## config.mk

```make
export PLATFORM = sky130hd
export DESIGN_NAME = ppp_top
export DESIGN_NICKNAME = d
export VERILOG_FILES = /design/src/rtl/ppp_pkg.sv /design/src/rtl/ppp_buf_if.sv /design/src/rtl/ppp_page_buf.sv /design/src/rtl/ppp_pin_sync.sv /design/src/rtl/ppp_top.sv
export SDC_FILE = /design/constraint.sdc
export NUM_CORES = 2
export LEC_CHECK = 0
export ABC_AREA = 1
export BUFFER_PORTS_ARGS = -buffer_cell sky130_fd_sc_hd__buf_2
export CAP_MARGIN = 15
export CELL_PAD_IN_SITES_DETAIL_PLACEMENT = 1
export CELL_PAD_IN_SITES_GLOBAL_PLACEMENT = 1
export CORE_UTILIZATION = 50
export DETAILED_ROUTE_END_ITERATION = 6
export GPL_TIMING_DRIVEN = 0
export HOLD_SLACK_MARGIN = 0.1
export PLACE_DENSITY_LB_ADDON = 0.12
export SLEW_MARGIN = 0
export SYNTH_ARGS = -nofsm -noshare
export SYNTH_HDL_FRONTEND = slang
export SYNTH_SLANG_ARGS = --single-unit
```

## constraint.sdc

```tcl
create_clock -name CLK -period 6.95 [get_ports CLK]
set_clock_uncertainty 0.15 [all_clocks]
set_input_delay 1.39 -clock CLK [delete_from_list [all_inputs] [get_ports CLK]]
set_output_delay 1.39 -clock CLK [all_outputs]
set_load 0.02 [all_outputs]
```

## src/rtl/ppp_pkg.sv

```systemverilog
// shared constants and types of the parallel programming port
package ppp_pkg;

  // ---------------------------------------------------------------
  // clock and timing
  // ---------------------------------------------------------------
  localparam int CLK_PERIOD_NS    = 10;
  localparam int T_ENTRY_HOLD_NS  = 100;
  localparam int T_PAGE_PROG_NS   = 4500000;
  localparam int T_EE_PROG_NS     = 9000000;
  localparam int T_CHIP_ERASE_NS  = 9000000;
  localparam int T_FUSE_PROG_NS   = 4500000;
  // least time rounds up to whole cycles
  localparam int ENTRY_HOLD_CYC   =
    (T_ENTRY_HOLD_NS + CLK_PERIOD_NS - 1) / CLK_PERIOD_NS;
  localparam logic [3:0] ENTRY_HOLD_LAST = 4'(ENTRY_HOLD_CYC - 1);
  localparam int WAIT_W           = 24;

  // ---------------------------------------------------------------
  // strobe actions and command bytes
  // ---------------------------------------------------------------
  localparam logic [1:0] XA_ADDR  = 2'h0;
  localparam logic [1:0] XA_DATA  = 2'h1;
  localparam logic [1:0] XA_CMD   = 2'h2;
  localparam logic [3:0] ENTRY_PATTERN = 4'h0;
  localparam logic [7:0] CMD_CHIP_ERASE = 8'h80;
  localparam logic [7:0] CMD_WR_FUSE    = 8'h40;
  localparam logic [7:0] CMD_WR_LOCK    = 8'h20;
  localparam logic [7:0] CMD_WR_FLASH   = 8'h10;
  localparam logic [7:0] CMD_WR_EE      = 8'h11;
  localparam logic [7:0] CMD_RD_SIG     = 8'h08;
  localparam logic [7:0] CMD_RD_FUSE    = 8'h04;
  localparam logic [7:0] CMD_RD_FLASH   = 8'h02;
  localparam logic [7:0] CMD_RD_EE      = 8'h03;
  localparam logic [7:0] CMD_NOP        = 8'h00;

  // ---------------------------------------------------------------
  // memory geometry
  // ---------------------------------------------------------------
  localparam int FLASH_WORD_W = 7;
  localparam int BUF_DEPTH    = 128;
  localparam logic [6:0] FLASH_LAST_WORD = 7'h7F;
  localparam logic [6:0] EE_LAST_BYTE    = 7'h07;
  localparam int PRESERVE_EE_BIT = 3;

  // ---------------------------------------------------------------
  // nonvolatile defaults and identity bytes (identity values arbitrary)
  // ---------------------------------------------------------------
  localparam logic [7:0] FUSE_LOW_RESET  = 8'h62;
  localparam logic [7:0] FUSE_HIGH_RESET = 8'h99;
  localparam logic [7:0] FUSE_EXT_RESET  = 8'hFF;
  localparam logic [7:0] LOCK_RESET      = 8'hFF;
  localparam logic [7:0] SIG_BYTE0       = 8'hA5;
  localparam logic [7:0] SIG_BYTE1       = 8'h5A;
  localparam logic [7:0] SIG_BYTE2       = 8'h3C;
  localparam logic [7:0] CAL_BYTE        = 8'h80;
  localparam logic [7:0] UNMAPPED_BYTE   = 8'hFF;

  // ---------------------------------------------------------------
  // synchronised pin vector positions
  // ---------------------------------------------------------------
  localparam int PIN_W = 17;
  localparam int P_HV = 0, P_XTAL = 1, P_PAGE_LOAD_STROBE = 2, P_WRN = 3, P_OEN = 4;
  localparam int P_BS1 = 5, P_BS2 = 6, P_XA0 = 7, P_XA1 = 8, P_DAT = 9;

  typedef enum logic [1:0] {
    MD_OFF  = 2'b00,
    MD_HOLD = 2'b01,
    MD_ON   = 2'b10,
    MD_FAIL = 2'b11
  } ppp_mode_t;

  typedef enum logic [2:0] {
    ST_IDLE     = 3'b000,
    ST_STREAM   = 3'b001,
    ST_WAIT     = 3'b010,
    ST_ERASE_FL = 3'b011,
    ST_ERASE_EE = 3'b100,
    ST_LOCK_CLR = 3'b101
  } ppp_state_t;

endpackage : ppp_pkg

```

## src/rtl/ppp_buf_if.sv

```systemverilog
// page buffer access bundle between port logic and buffer memory
`timescale 1ns/1ps
`default_nettype none
interface ppp_buf_if;
  logic        wr_en;
  logic [6:0]  wr_idx;
  logic [15:0] wr_data;
  logic [6:0]  rd_idx;
  logic [15:0] rd_data;
  modport ctrl (output wr_en, output wr_idx, output wr_data,
                output rd_idx, input rd_data);
  modport mem  (input wr_en, input wr_idx, input wr_data,
                input rd_idx, output rd_data);
endinterface : ppp_buf_if
`default_nettype wire

```

## src/rtl/ppp_page_buf.sv

```systemverilog
// page buffer memory, 128 words of 16 bits, registered read
`timescale 1ns/1ps
`default_nettype none
module ppp_page_buf
  import ppp_pkg::*;
(
  input  wire logic clk,
  input  wire logic rst_n,
  ppp_buf_if.mem    bus
);
  logic [15:0] mem_q [BUF_DEPTH];
  logic [15:0] rd_q;

  // write port
  always_ff @(posedge clk) begin
    if (bus.wr_en) begin
      mem_q[bus.wr_idx] <= bus.wr_data;
    end
  end

  // read data leave through a register
  always_ff @(posedge clk or negedge rst_n) begin
    if (!rst_n) begin
      rd_q <= 16'h0000;
    end else begin
      rd_q <= mem_q[bus.rd_idx];
    end
  end

  assign bus.rd_data = rd_q;
endmodule : ppp_page_buf
`default_nettype wire

```

## src/rtl/ppp_pin_sync.sv

```systemverilog
// two-stage synchroniser for a vector of pin inputs
`timescale 1ns/1ps
`default_nettype none
module ppp_pin_sync #(
  parameter int W = 1
) (
  input  wire logic         clk,
  input  wire logic         rst_n,
  input  wire logic [W-1:0] pin_in,
  output logic      [W-1:0] pin_sync
);
  logic [W-1:0] stage1_q;
  logic [W-1:0] stage2_q;

  // first stage is read by the second stage only
  always_ff @(posedge clk or negedge rst_n) begin
    if (!rst_n) begin
      stage1_q <= '0;
      stage2_q <= '0;
    end else begin
      stage1_q <= pin_in;
      stage2_q <= stage1_q;
    end
  end

  assign pin_sync = stage2_q;
endmodule : ppp_pin_sync
`default_nettype wire

```

## src/rtl/ppp_top.sv

```systemverilog
// parallel programming port: strobe decode, page buffer, program sequencer
//
// Contract
// - ready/busy low while an operation runs
// - data bus driven only while output enable low
// - first byte select picks low or high byte
// - second byte select picks second high byte
// - load strobe action set by two action bits
// - decode the five write command bytes
// - decode the four read command bytes
// - flash: 512 pages of 128 words
// - eeprom: 8-byte pages, address bits 11:3 page
// - command and address kept across operations
// - chip erase clears flash, locks, eeprom only while high fuse bit 3 is set, not fuses
// - locks cleared only after flash fully erased
// - write strobe starts chip erase, busy low
// - page load latches data word into buffer
// - upper low-address bits join page select
// - write strobe programs buffered page, busy low
// - command 00 ends page programming
`timescale 1ns/1ps
`default_nettype none
module ppp_top
  import ppp_pkg::*;
#(
  parameter logic [WAIT_W-1:0] PAGE_PROG_CYC =
    WAIT_W'(T_PAGE_PROG_NS / CLK_PERIOD_NS),
  parameter logic [WAIT_W-1:0] EE_PROG_CYC =
    WAIT_W'(T_EE_PROG_NS / CLK_PERIOD_NS),
  parameter logic [WAIT_W-1:0] ERASE_CYC =
    WAIT_W'(T_CHIP_ERASE_NS / CLK_PERIOD_NS),
  parameter logic [WAIT_W-1:0] FUSE_CYC =
    WAIT_W'(T_FUSE_PROG_NS / CLK_PERIOD_NS)
) (
  input  wire logic        CLK,
  input  wire logic        RSTN,
  input  wire logic        PROG_VOLTAGE_IN,
  input  wire logic        LOAD_STROBE_CLOCK_IN,
  input  wire logic        PAGE_LOAD_STROBE,
  input  wire logic        WRITE_STROBE_N,
  input  wire logic        OUTPUT_ENABLE_N,
  input  wire logic        BYTE_SELECT_LO_HI,
  input  wire logic        BYTE_SELECT_SECOND_HIGH,
  input  wire logic        ACTION_SELECT_BIT0,
  input  wire logic        ACTION_SELECT_BIT1,
  input  wire logic [7:0]  DATA_IN,
  output logic      [7:0]  DATA_OUT,
  output logic             DATA_OE,
  output logic             READY_BUSY_OUT,
  output logic             PROG_MODE_OUT,
  output logic             ENTRY_FAIL_OUT,
  output logic      [15:0] ARR_ADDR,
  output logic      [15:0] ARR_WDATA,
  output logic             ARR_FLASH_WE,
  output logic             ARR_EE_WE,
  output logic             ARR_FLASH_ERASE,
  output logic             ARR_EE_ERASE,
  input  wire logic [15:0] ARR_FLASH_RDATA,
  input  wire logic [7:0]  ARR_EE_RDATA,
  output logic      [7:0]  FUSE_LOW_OUT,
  output logic      [7:0]  FUSE_HIGH_OUT,
  output logic      [7:0]  FUSE_EXT_OUT,
  output logic      [7:0]  LOCK_BITS_OUT
);

  // ---------------------------------------------------------------
  // pin synchronisation and edge detection
  // ---------------------------------------------------------------
  logic [PIN_W-1:0] pins;
  logic [PIN_W-1:0] pins_raw;
  logic [3:0]       prev_q;     // hv, load strobe, page load, write
  logic [3:0]       prev_d;

  assign pins_raw = {DATA_IN, ACTION_SELECT_BIT1, ACTION_SELECT_BIT0,
                     BYTE_SELECT_SECOND_HIGH, BYTE_SELECT_LO_HI,
                     OUTPUT_ENABLE_N, WRITE_STROBE_N, PAGE_LOAD_STROBE,
                     LOAD_STROBE_CLOCK_IN, PROG_VOLTAGE_IN};

  ppp_pin_sync #(.W(PIN_W)) u_sync (
    .clk      (CLK),
    .rst_n    (RSTN),
    .pin_in   (pins_raw),
    .pin_sync (pins)
  );

  logic       hv;
  logic       xtal;
  logic       page_load_strobe;
  logic       wr_n;
  logic       oe_n;
  logic       bs1;
  logic       bs2;
  logic [1:0] xa;
  logic [7:0] din;
  logic       hv_rise;
  logic       xtal_rise;
  logic       page_load_strobe_rise;
  logic       wr_fall;
  logic [3:0] entry_pat;

  // decoded views of the synchronised pins
  assign hv         = pins[P_HV];
  assign xtal       = pins[P_XTAL];
  assign page_load_strobe      = pins[P_PAGE_LOAD_STROBE];
  assign wr_n       = pins[P_WRN];
  assign oe_n       = pins[P_OEN];
  assign bs1        = pins[P_BS1];
  assign bs2        = pins[P_BS2];
  assign xa         = {pins[P_XA1], pins[P_XA0]};
  assign din        = pins[P_DAT +: 8];
  assign prev_d     = {wr_n, page_load_strobe, xtal, hv};
  assign hv_rise    = hv & ~prev_q[0];
  assign xtal_rise  = xtal & ~prev_q[1];
  assign page_load_strobe_rise = page_load_strobe & ~prev_q[2];
  assign wr_fall    = ~wr_n & prev_q[3];
  assign entry_pat  = {page_load_strobe, xa, bs1};

  // ---------------------------------------------------------------
  // page buffer
  // ---------------------------------------------------------------
  ppp_buf_if buf_bus ();

  ppp_page_buf u_buf (
    .clk   (CLK),
    .rst_n (RSTN),
    .bus   (buf_bus.mem)
  );

  // ---------------------------------------------------------------
  // state
  // ---------------------------------------------------------------
  ppp_mode_t         mode_q, mode_d;
  ppp_state_t        state_q, state_d;
  logic [3:0]        hold_q, hold_d;
  logic [7:0]        cmd_q, cmd_d;
  logic [7:0]        addr_lo_q, addr_lo_d;
  logic [7:0]        addr_hi_q, addr_hi_d;
  logic [7:0]        data_lo_q, data_lo_d;
  logic [7:0]        data_hi_q, data_hi_d;
  logic [15:0]       base_q, base_d;
  logic [6:0]        idx_q, idx_d;
  logic [6:0]        last_q, last_d;
  logic [6:0]        wr_idx_q, wr_idx_d;
  logic              strm_v_q, strm_v_d;
  logic              strm_ee_q, strm_ee_d;
  logic [WAIT_W-1:0] wait_q, wait_d;
  logic [7:0]        fuse_lo_q, fuse_lo_d;
  logic [7:0]        fuse_hi_q, fuse_hi_d;
  logic [7:0]        fuse_ex_q, fuse_ex_d;
  logic [7:0]        lock_q, lock_d;
  logic [7:0]        dout_q, dout_d;
  logic              doe_q, doe_d;
  logic              ready_q, ready_d;
  logic [15:0]       aaddr_q, aaddr_d;
  logic [15:0]       awdata_q, awdata_d;
  logic              fl_we_q, fl_we_d;
  logic              ee_we_q, ee_we_d;
  logic              fl_er_q, fl_er_d;
  logic              ee_er_q, ee_er_d;
  logic              buf_wr;
  logic [6:0]        buf_wr_idx;
  logic              in_mode;
  logic              idle;
  logic              mode_on_q, mode_on_d;
  logic              mode_fail_q, mode_fail_d;

  assign in_mode = (mode_q == MD_ON);
  assign idle    = (state_q == ST_IDLE);

  // ---------------------------------------------------------------
  // next-state logic
  // ---------------------------------------------------------------
  always_comb begin
    mode_d    = mode_q;
    state_d   = state_q;
    hold_d    = hold_q;
    cmd_d     = cmd_q;
    addr_lo_d = addr_lo_q;
    addr_hi_d = addr_hi_q;
    data_lo_d = data_lo_q;
    data_hi_d = data_hi_q;
    base_d    = base_q;
    idx_d     = idx_q;
    last_d    = last_q;
    wr_idx_d  = idx_q;
    strm_ee_d = strm_ee_q;
    wait_d    = wait_q;
    fuse_lo_d = fuse_lo_q;
    fuse_hi_d = fuse_hi_q;
    fuse_ex_d = fuse_ex_q;
    lock_d    = lock_q;
    fl_er_d   = 1'b0;
    ee_er_d   = 1'b0;
    buf_wr    = 1'b0;
    buf_wr_idx = addr_lo_q[FLASH_WORD_W-1:0];

    // mode entry: pattern caught at voltage rise, then held stable
    case (mode_q)
      MD_OFF: begin
        if (hv_rise) begin
          if (entry_pat == ENTRY_PATTERN) begin
            mode_d = MD_HOLD;
            hold_d = 4'h0;
          end else begin
            mode_d = MD_FAIL;
          end
        end
      end
      MD_HOLD: begin
        if (!hv) begin
          mode_d = MD_OFF;
        end else if (entry_pat != ENTRY_PATTERN) begin
          mode_d = MD_FAIL;
        end else if (hold_q == ENTRY_HOLD_LAST) begin
          mode_d = MD_ON;
        end else begin
          hold_d = hold_q + 4'h1;
        end
      end
      MD_ON, MD_FAIL: begin
        if (!hv) begin
          mode_d = MD_OFF;
        end
      end
      default: mode_d = MD_OFF;
    endcase

    // load strobe: action bits pick the target register
    if (in_mode && xtal_rise) begin
      case (xa)
        XA_ADDR: begin
          if (bs1) begin
            addr_hi_d = din;
          end else begin
            addr_lo_d = din;
          end
        end
        XA_DATA: begin
          if (bs1) begin
            data_hi_d = din;
          end else begin
            data_lo_d = din;
          end
        end
        XA_CMD: begin
          // command held until replaced; 00 disarms writes
          if (idle) begin
            cmd_d = din;
          end
        end
        default: ;
      endcase
    end

    // page load: latch the assembled word at the current address
    if (in_mode && page_load_strobe_rise) begin
      buf_wr = 1'b1;
      if (cmd_q == CMD_WR_EE) begin
        buf_wr_idx = {4'h0, addr_lo_q[2:0]};
      end
    end

    // write strobe starts the operation chosen by the command
    if (in_mode && idle && wr_fall) begin
      case (cmd_q)
        CMD_CHIP_ERASE: begin
          state_d = ST_ERASE_FL;
          fl_er_d = 1'b1;
          wait_d  = ERASE_CYC;
        end
        CMD_WR_FLASH: begin
          state_d   = ST_STREAM;
          base_d    = {addr_hi_q, addr_lo_q[7], 7'h00};
          idx_d     = 7'h00;
          last_d    = FLASH_LAST_WORD;
          strm_ee_d = 1'b0;
          wait_d    = PAGE_PROG_CYC;
        end
        CMD_WR_EE: begin
          state_d   = ST_STREAM;
          base_d    = {4'h0, addr_hi_q[3:0], addr_lo_q[7:3], 3'h0};
          idx_d     = 7'h00;
          last_d    = EE_LAST_BYTE;
          strm_ee_d = 1'b1;
          wait_d    = EE_PROG_CYC;
        end
        CMD_WR_FUSE: begin
          state_d = ST_WAIT;
          wait_d  = FUSE_CYC;
          if (bs1 && !bs2) begin
            fuse_hi_d = data_lo_q;
          end else if (!bs1 && bs2) begin
            fuse_ex_d = data_lo_q;
          end else begin
            fuse_lo_d = data_lo_q;
          end
        end
        CMD_WR_LOCK: begin
          state_d = ST_WAIT;
          wait_d  = FUSE_CYC;
          lock_d  = lock_q & data_lo_q;             // zero programs a lock
        end
        default: ;
      endcase
    end

    // sequencer
    case (state_q)
      ST_IDLE: ;                // keeps an operation started above
      ST_STREAM: begin
        if (idx_q == last_q) begin
          state_d = ST_WAIT;
        end else begin
          idx_d = idx_q + 7'h01;
        end
      end
      ST_WAIT: begin
        if (wait_q == '0) begin
          state_d = ST_IDLE;
        end else begin
          wait_d = wait_q - WAIT_W'(1);
        end
      end
      ST_ERASE_FL: begin
        if (wait_q != '0) begin
          wait_d = wait_q - WAIT_W'(1);
        end else if (!fuse_hi_q[PRESERVE_EE_BIT]) begin
          state_d = ST_LOCK_CLR;
        end else begin
          state_d = ST_ERASE_EE;
          ee_er_d = 1'b1;
          wait_d  = ERASE_CYC;
        end
      end
      ST_ERASE_EE: begin
        if (wait_q == '0) begin
          state_d = ST_LOCK_CLR;
        end else begin
          wait_d = wait_q - WAIT_W'(1);
        end
      end
      ST_LOCK_CLR: begin
        lock_d  = LOCK_RESET;
        state_d = ST_IDLE;
      end
      default: state_d = ST_IDLE;
    endcase

    // leaving programming mode abandons any operation
    if (!hv) begin
      state_d = ST_IDLE;
    end
  end

  assign buf_bus.wr_en   = buf_wr;
  assign buf_bus.wr_idx  = buf_wr_idx;
  assign buf_bus.wr_data = {data_hi_q, data_lo_q};
  assign buf_bus.rd_idx  = idx_q;

  // ---------------------------------------------------------------
  // output stage: array writes, read-back and ready
  // ---------------------------------------------------------------
  always_comb begin
    strm_v_d = (state_q == ST_STREAM);
    fl_we_d  = strm_v_q & ~strm_ee_q;
    ee_we_d  = strm_v_q & strm_ee_q;
    awdata_d = strm_ee_q ? {8'h00, buf_bus.rd_data[7:0]}
                         : buf_bus.rd_data;
    aaddr_d  = strm_v_q ? (base_q | {9'h000, wr_idx_q})
                        : {addr_hi_q, addr_lo_q};
    ready_d  = (state_d == ST_IDLE);
    doe_d    = in_mode & ~oe_n;
    mode_on_d   = (mode_d == MD_ON);
    mode_fail_d = (mode_d == MD_FAIL);
    case (cmd_q)
      CMD_RD_SIG: begin
        if (bs1) begin
          dout_d = CAL_BYTE;
        end else begin
          case (addr_lo_q[1:0])
            2'h0:    dout_d = SIG_BYTE0;
            2'h1:    dout_d = SIG_BYTE1;
            2'h2:    dout_d = SIG_BYTE2;
            default: dout_d = UNMAPPED_BYTE;
          endcase
        end
      end
      CMD_RD_FUSE: begin
        case ({bs2, bs1})
          2'b00:   dout_d = fuse_lo_q;
          2'b11:   dout_d = fuse_hi_q;
          2'b10:   dout_d = fuse_ex_q;
          default: dout_d = lock_q;
        endcase
      end
      CMD_RD_FLASH: begin
        dout_d = bs1 ? ARR_FLASH_RDATA[15:8] : ARR_FLASH_RDATA[7:0];
      end
      CMD_RD_EE: dout_d = ARR_EE_RDATA;
      default:   dout_d = UNMAPPED_BYTE;
    endcase
  end

  // ---------------------------------------------------------------
  // registers
  // ---------------------------------------------------------------
  always_ff @(posedge CLK or negedge RSTN) begin
    if (!RSTN) begin
      prev_q    <= 4'h0;
      mode_q    <= MD_OFF;
      state_q   <= ST_IDLE;
      hold_q    <= 4'h0;
      cmd_q     <= CMD_NOP;
      addr_lo_q <= 8'h00;
      addr_hi_q <= 8'h00;
      data_lo_q <= 8'h00;
      data_hi_q <= 8'h00;
      base_q    <= 16'h0000;
      idx_q     <= 7'h00;
      last_q    <= 7'h00;
      wr_idx_q  <= 7'h00;
      strm_v_q  <= 1'b0;
      strm_ee_q <= 1'b0;
      wait_q    <= '0;
      fuse_lo_q <= FUSE_LOW_RESET;
      fuse_hi_q <= FUSE_HIGH_RESET;
      fuse_ex_q <= FUSE_EXT_RESET;
      lock_q    <= LOCK_RESET;
      dout_q    <= 8'h00;
      doe_q     <= 1'b0;
      ready_q   <= 1'b1;
      aaddr_q   <= 16'h0000;
      awdata_q  <= 16'h0000;
      fl_we_q   <= 1'b0;
      ee_we_q   <= 1'b0;
      fl_er_q   <= 1'b0;
      ee_er_q   <= 1'b0;
      mode_on_q <= 1'b0;
      mode_fail_q <= 1'b0;
    end else begin
      prev_q    <= prev_d;
      mode_q    <= mode_d;
      state_q   <= state_d;
      hold_q    <= hold_d;
      cmd_q     <= cmd_d;
      addr_lo_q <= addr_lo_d;
      addr_hi_q <= addr_hi_d;
      data_lo_q <= data_lo_d;
      data_hi_q <= data_hi_d;
      base_q    <= base_d;
      idx_q     <= idx_d;
      last_q    <= last_d;
      wr_idx_q  <= wr_idx_d;
      strm_v_q  <= strm_v_d;
      strm_ee_q <= strm_ee_d;
      wait_q    <= wait_d;
      fuse_lo_q <= fuse_lo_d;
      fuse_hi_q <= fuse_hi_d;
      fuse_ex_q <= fuse_ex_d;
      lock_q    <= lock_d;
      dout_q    <= dout_d;
      doe_q     <= doe_d;
      ready_q   <= ready_d;
      aaddr_q   <= aaddr_d;
      awdata_q  <= awdata_d;
      fl_we_q   <= fl_we_d;
      ee_we_q   <= ee_we_d;
      fl_er_q   <= fl_er_d;
      ee_er_q   <= ee_er_d;
      mode_on_q <= mode_on_d;
      mode_fail_q <= mode_fail_d;
    end
  end

  // outputs straight from registers
  assign DATA_OUT        = dout_q;
  assign DATA_OE         = doe_q;
  assign READY_BUSY_OUT  = ready_q;
  assign PROG_MODE_OUT   = mode_on_q;
  assign ENTRY_FAIL_OUT  = mode_fail_q;
  assign ARR_ADDR        = aaddr_q;
  assign ARR_WDATA       = awdata_q;
  assign ARR_FLASH_WE    = fl_we_q;
  assign ARR_EE_WE       = ee_we_q;
  assign ARR_FLASH_ERASE = fl_er_q;
  assign ARR_EE_ERASE    = ee_er_q;
  assign FUSE_LOW_OUT    = fuse_lo_q;
  assign FUSE_HIGH_OUT   = fuse_hi_q;
  assign FUSE_EXT_OUT    = fuse_ex_q;
  assign LOCK_BITS_OUT   = lock_q;

endmodule : ppp_top
`default_nettype wire

```

==> run summary <==
status - finished clean
synthesis-to-layout area growth - 15.3%
Post-CTS Setup Repair Bufs - 0
Cell Chain, Critical Path - clkbuf_1 > clkinv_1 > clkbuf_1 > clkbuf_1 > nand3_1 > nand3_1 > nand2_1 > nor2_1 > nor2_1 > nor2_1
total core area - 193,000 um2
# hold bufs at CTS - 0
Synth top area share - 63.4%
Clock Tree Buf Depth - 3
DR vias/cell - 6.12
IO buf count - 122
WP buf/inv - 4
critical path's top delay family - buffers and inverters
Total Routed Length - 418,000 um
post-detail-place hpwl - 292,000 um
post-CTS sizing - 0
Worst EP required - 7.53 ns
Wirelength per Cell - 34.0 um
Place WS - 2.61 ns
TritonCTS clock tree - yes
# H-tree levels - 4
Clock Latency Late Sink - 0.93 ns
pwr dens - 319 nW/um2
min Tclk post-route - 4.78 ns
drt first pass iters - 7
CTS Buf Count - 236
share of layout cells above drive strength 1 - 12.4%
Die Wd - 442 um
Worst-path clk slew - 0.06 ns
Remaining DRCs - 0
GRT overflow - 0
Hold Path Class - reg -> reg
filler instances - 20,400
hold slack - 0.196 ns
#FFs+latches synth - 2,286
worst r2r src - buf_bus.rd_idx[3]$_DFF_PN0_
post-route worst setup slack - 2.17 ns
leak pwr - 45.2 nW
final critical-path share of the clock period - 68.8%
Post-synth ARST share - 10.4%
sequential share of the synthesized area - 69.6%
Yosys warning count - 0
Gate Count Post-Synth - 9,088
CP peak stage delay - 1.01 ns
distinct cell type count after synthesis - 44
slew margin rel. - 4.41%
f_max - 209 MHz
critical path's slowest cell - clkbuf_1
Max Slew Vio Count - 0
RSZ-0062 raised after global routing - no
top cell type by total area after synthesis - edfxtp_1
most frequently used flop master after synthesis - edfxtp_1
Hold Path End - u_sync.pin_sync[1]$_DFF_PN0_
Hold Path Cell Cnt - 0
final setup fails - 0
crit path max fanout - 10
nets@finish - 9,634
Worst Setup Path Type - reg -> reg
total power - 35.6 mW
first-pass GRT wire length - 572,000 um
Max VDD drop - 0.293 mV
die height - 442 um
Hold Crit Start - u_sync.stage1_q[1]$_DFF_PN0_
root buf cell - clkbuf_16
# Max-Cap Violations - 0
Placed Area - 104,000 um2
Final Hold Fails - 0
final core occ - 58.0%
TritonCTS sink count - 2,286
I/O pin cnt - 123
vias in the first global route - 75,400
CP Launch Type - flip-flop
R2R cell count - 10
R2R Setup Slk - 2.17 ns
Critical Path Source - buf_bus.rd_idx[3]$_DFF_PN0_
Post-Syn Nets - 9,141
Avg Inst Size Synth - 10.7 um2
Arrival @ worst endpoint - 5.36 ns
initial antenna violation count - 32
largest net degree at the start of global routing - 100
top area cells in the synthesized netlist - edfxtp_1 63%, nand2_1 11%, nand3_1 7.0%
GPL Wtd Cong - 1.03
EDFF count, synth - 2,048
cell area after layout - 112,000 um2
Worst-Margin Slew - 1.43 ns
worst r2r dst - u_buf.bus.rd_data[1]$_DFF_PN0_
antenna-violating nets left - 0
Std-Cell Rows - 161
synthesized area - 96,900 um2
Overall Global Routing Usage - 42.2%
die area - 196,000 um2
initial core utilization - 50.3%
via count - 75,300
DRT iter0 DRCs - 10,600
Crit. End Element - flip-flop
-- power breakdown --
part / internal (mW) / switching [mW]
Clock: 7.02 / 5.59
Sequential: 16.8 / 0.891
Combinational: 1.18 / 4.08
Total: 25.0 / 10.6
-- final cells by class --
class	count	area [um2]	area share (%)
well taps	2526	3160	2.83
diodes	18	45.0	0.0403
repair buffers	255	3430	3.07
plain buffers	480	2400	2.15
multi-input cells	5259	23700	21.2
clock buffers	311	6510	5.83
clock inverters	121	990	0.886
flip-flops and latches	2286	67500	60.5
inverters	1063	3990	3.57
-- logic make-up (layout without fill, tap and decap cells) --
logic type	after synthesis	after routing	synth area share [%]
XOR/XNOR	10	10	0.0904
flip-flops	2286	2286	69.6
AO/OA/AOI/OAI	415	415	2.68
multiplexers	3	3	0.0310
AND/OR/NAND/NOR	4821	4821	20.9
other	0	18	0
adder cells (fa/ha/maj)	10	10	0.129
buffers and inverters	1543	2230	6.59
-- cells in the mapped netlist (4+ instances only) --
| master | n |
|---|---|
| a21oi_1 | 16 |
| buf_1 | 32 |
| buf_2 | 234 |
| buf_4 | 57 |
| buf_6 | 10 |
| clkbuf_1 | 146 |
| clkinv_1 | 5 |
| dfrtp_1 | 214 |
| dfstp_2 | 24 |
| edfxtp_1 | 2048 |
| ha_1 | 10 |
| inv_1 | 1047 |
| inv_2 | 11 |
| nand2_1 | 2805 |
| nand3_1 | 1350 |
| nand4_1 | 20 |
| nor2_1 | 510 |
| nor2_2 | 5 |
| nor3_1 | 7 |
| o211ai_1 | 86 |
| o211ai_2 | 28 |
| o21a_1 | 16 |
| o21ai_0 | 216 |
| o21ai_1 | 36 |
| o22ai_1 | 5 |
| o31ai_1 | 4 |
| o32ai_1 | 4 |
| or2_2 | 108 |
| xor2_1 | 10 |
-- through the flow --
step                      setup TNS [ns]  cells
final                                  0  12300
after global routing                   0  12300
after CTS                              0  12300
after detailed placement               0  11900
after global placement            -40.47  11700
after floorplan                        0   9088
-- registers in the layout (all words and copies together), names as in the netlist, 13 cells and up --
register / count
u_sync.pin_sync: 17
ARR_WDATA: 16
ARR_ADDR: 16
base_q: 13
u_sync.stage1_q: 17
u_buf.bus.rd_data: 16
wait_q: 24
u_buf.mem_q: 2048
-- worst max-delay path by stage --
| stage | endpoint | slack (ns) | cells past startpoint |
|---|---|---|---|
| finish | u_buf.bus.rd_data[1]$_DFF_PN0_ | 2.17 | 10 |
| global route | u_buf.bus.rd_data[1]$_DFF_PN0_ | 2.42 | 10 |
| CTS | u_buf.bus.rd_data[1]$_DFF_PN0_ | 2.58 | 10 |
| detailed placement | u_buf.bus.rd_data[1]$_DFF_PN0_ | 2.61 | 10 |
| global placement | wait_q[7]$_DFF_PN0_ | -0.23 | 1 |
| floorplan | u_buf.mem_q[0][0]$_DFFE_PP_ | 4.31 | 11 |
-- worst register-to-register path, delay by kind of cell, from the launching register on --
kind,cells,cell delay (ns)
buffers and inverters,4,2.59
AND/OR/NAND/NOR,6,1.40
flip-flops,1,0.44
-- layer usage --
layer  GRT usage, %  vias to the layer above  part of all wire (%)  wire [um]
met1           53.2                    38200                    36     152000
li1               -                    31100                     -          -
met4           29.5                       30                   8.3      34700
met5          0.366                        -                 0.071        299
met2           64.2                     4692                    44     185000
met3           10.5                     1274                    11      45800
-- cells in the final DEF (no fill, tap or decap), types with 16 or more instances in the layout --
cell       instances
dfrtp_1          198
clkbuf_1         192
nor2_2            78
inv_1           1047
nor2_4            58
edfxtp_1        2048
o211ai_2          28
or2_2            108
o21ai_0          216
buf_1             32
nand2_1         2805
buf_2            355
diode_2           18
buf_16            62
o21ai_1           36
clkbuf_16        246
dfstp_2           24
clkinv_2          33
clkinv_1          66
nor2_1           382
dfrtp_4           16
a21oi_1           16
buf_8             63
nand3_1         1350
o211ai_1          86
buf_4             57
nand4_1           20
o21a_1            16
No activity file was read; power rests on OpenSTA's default activity.
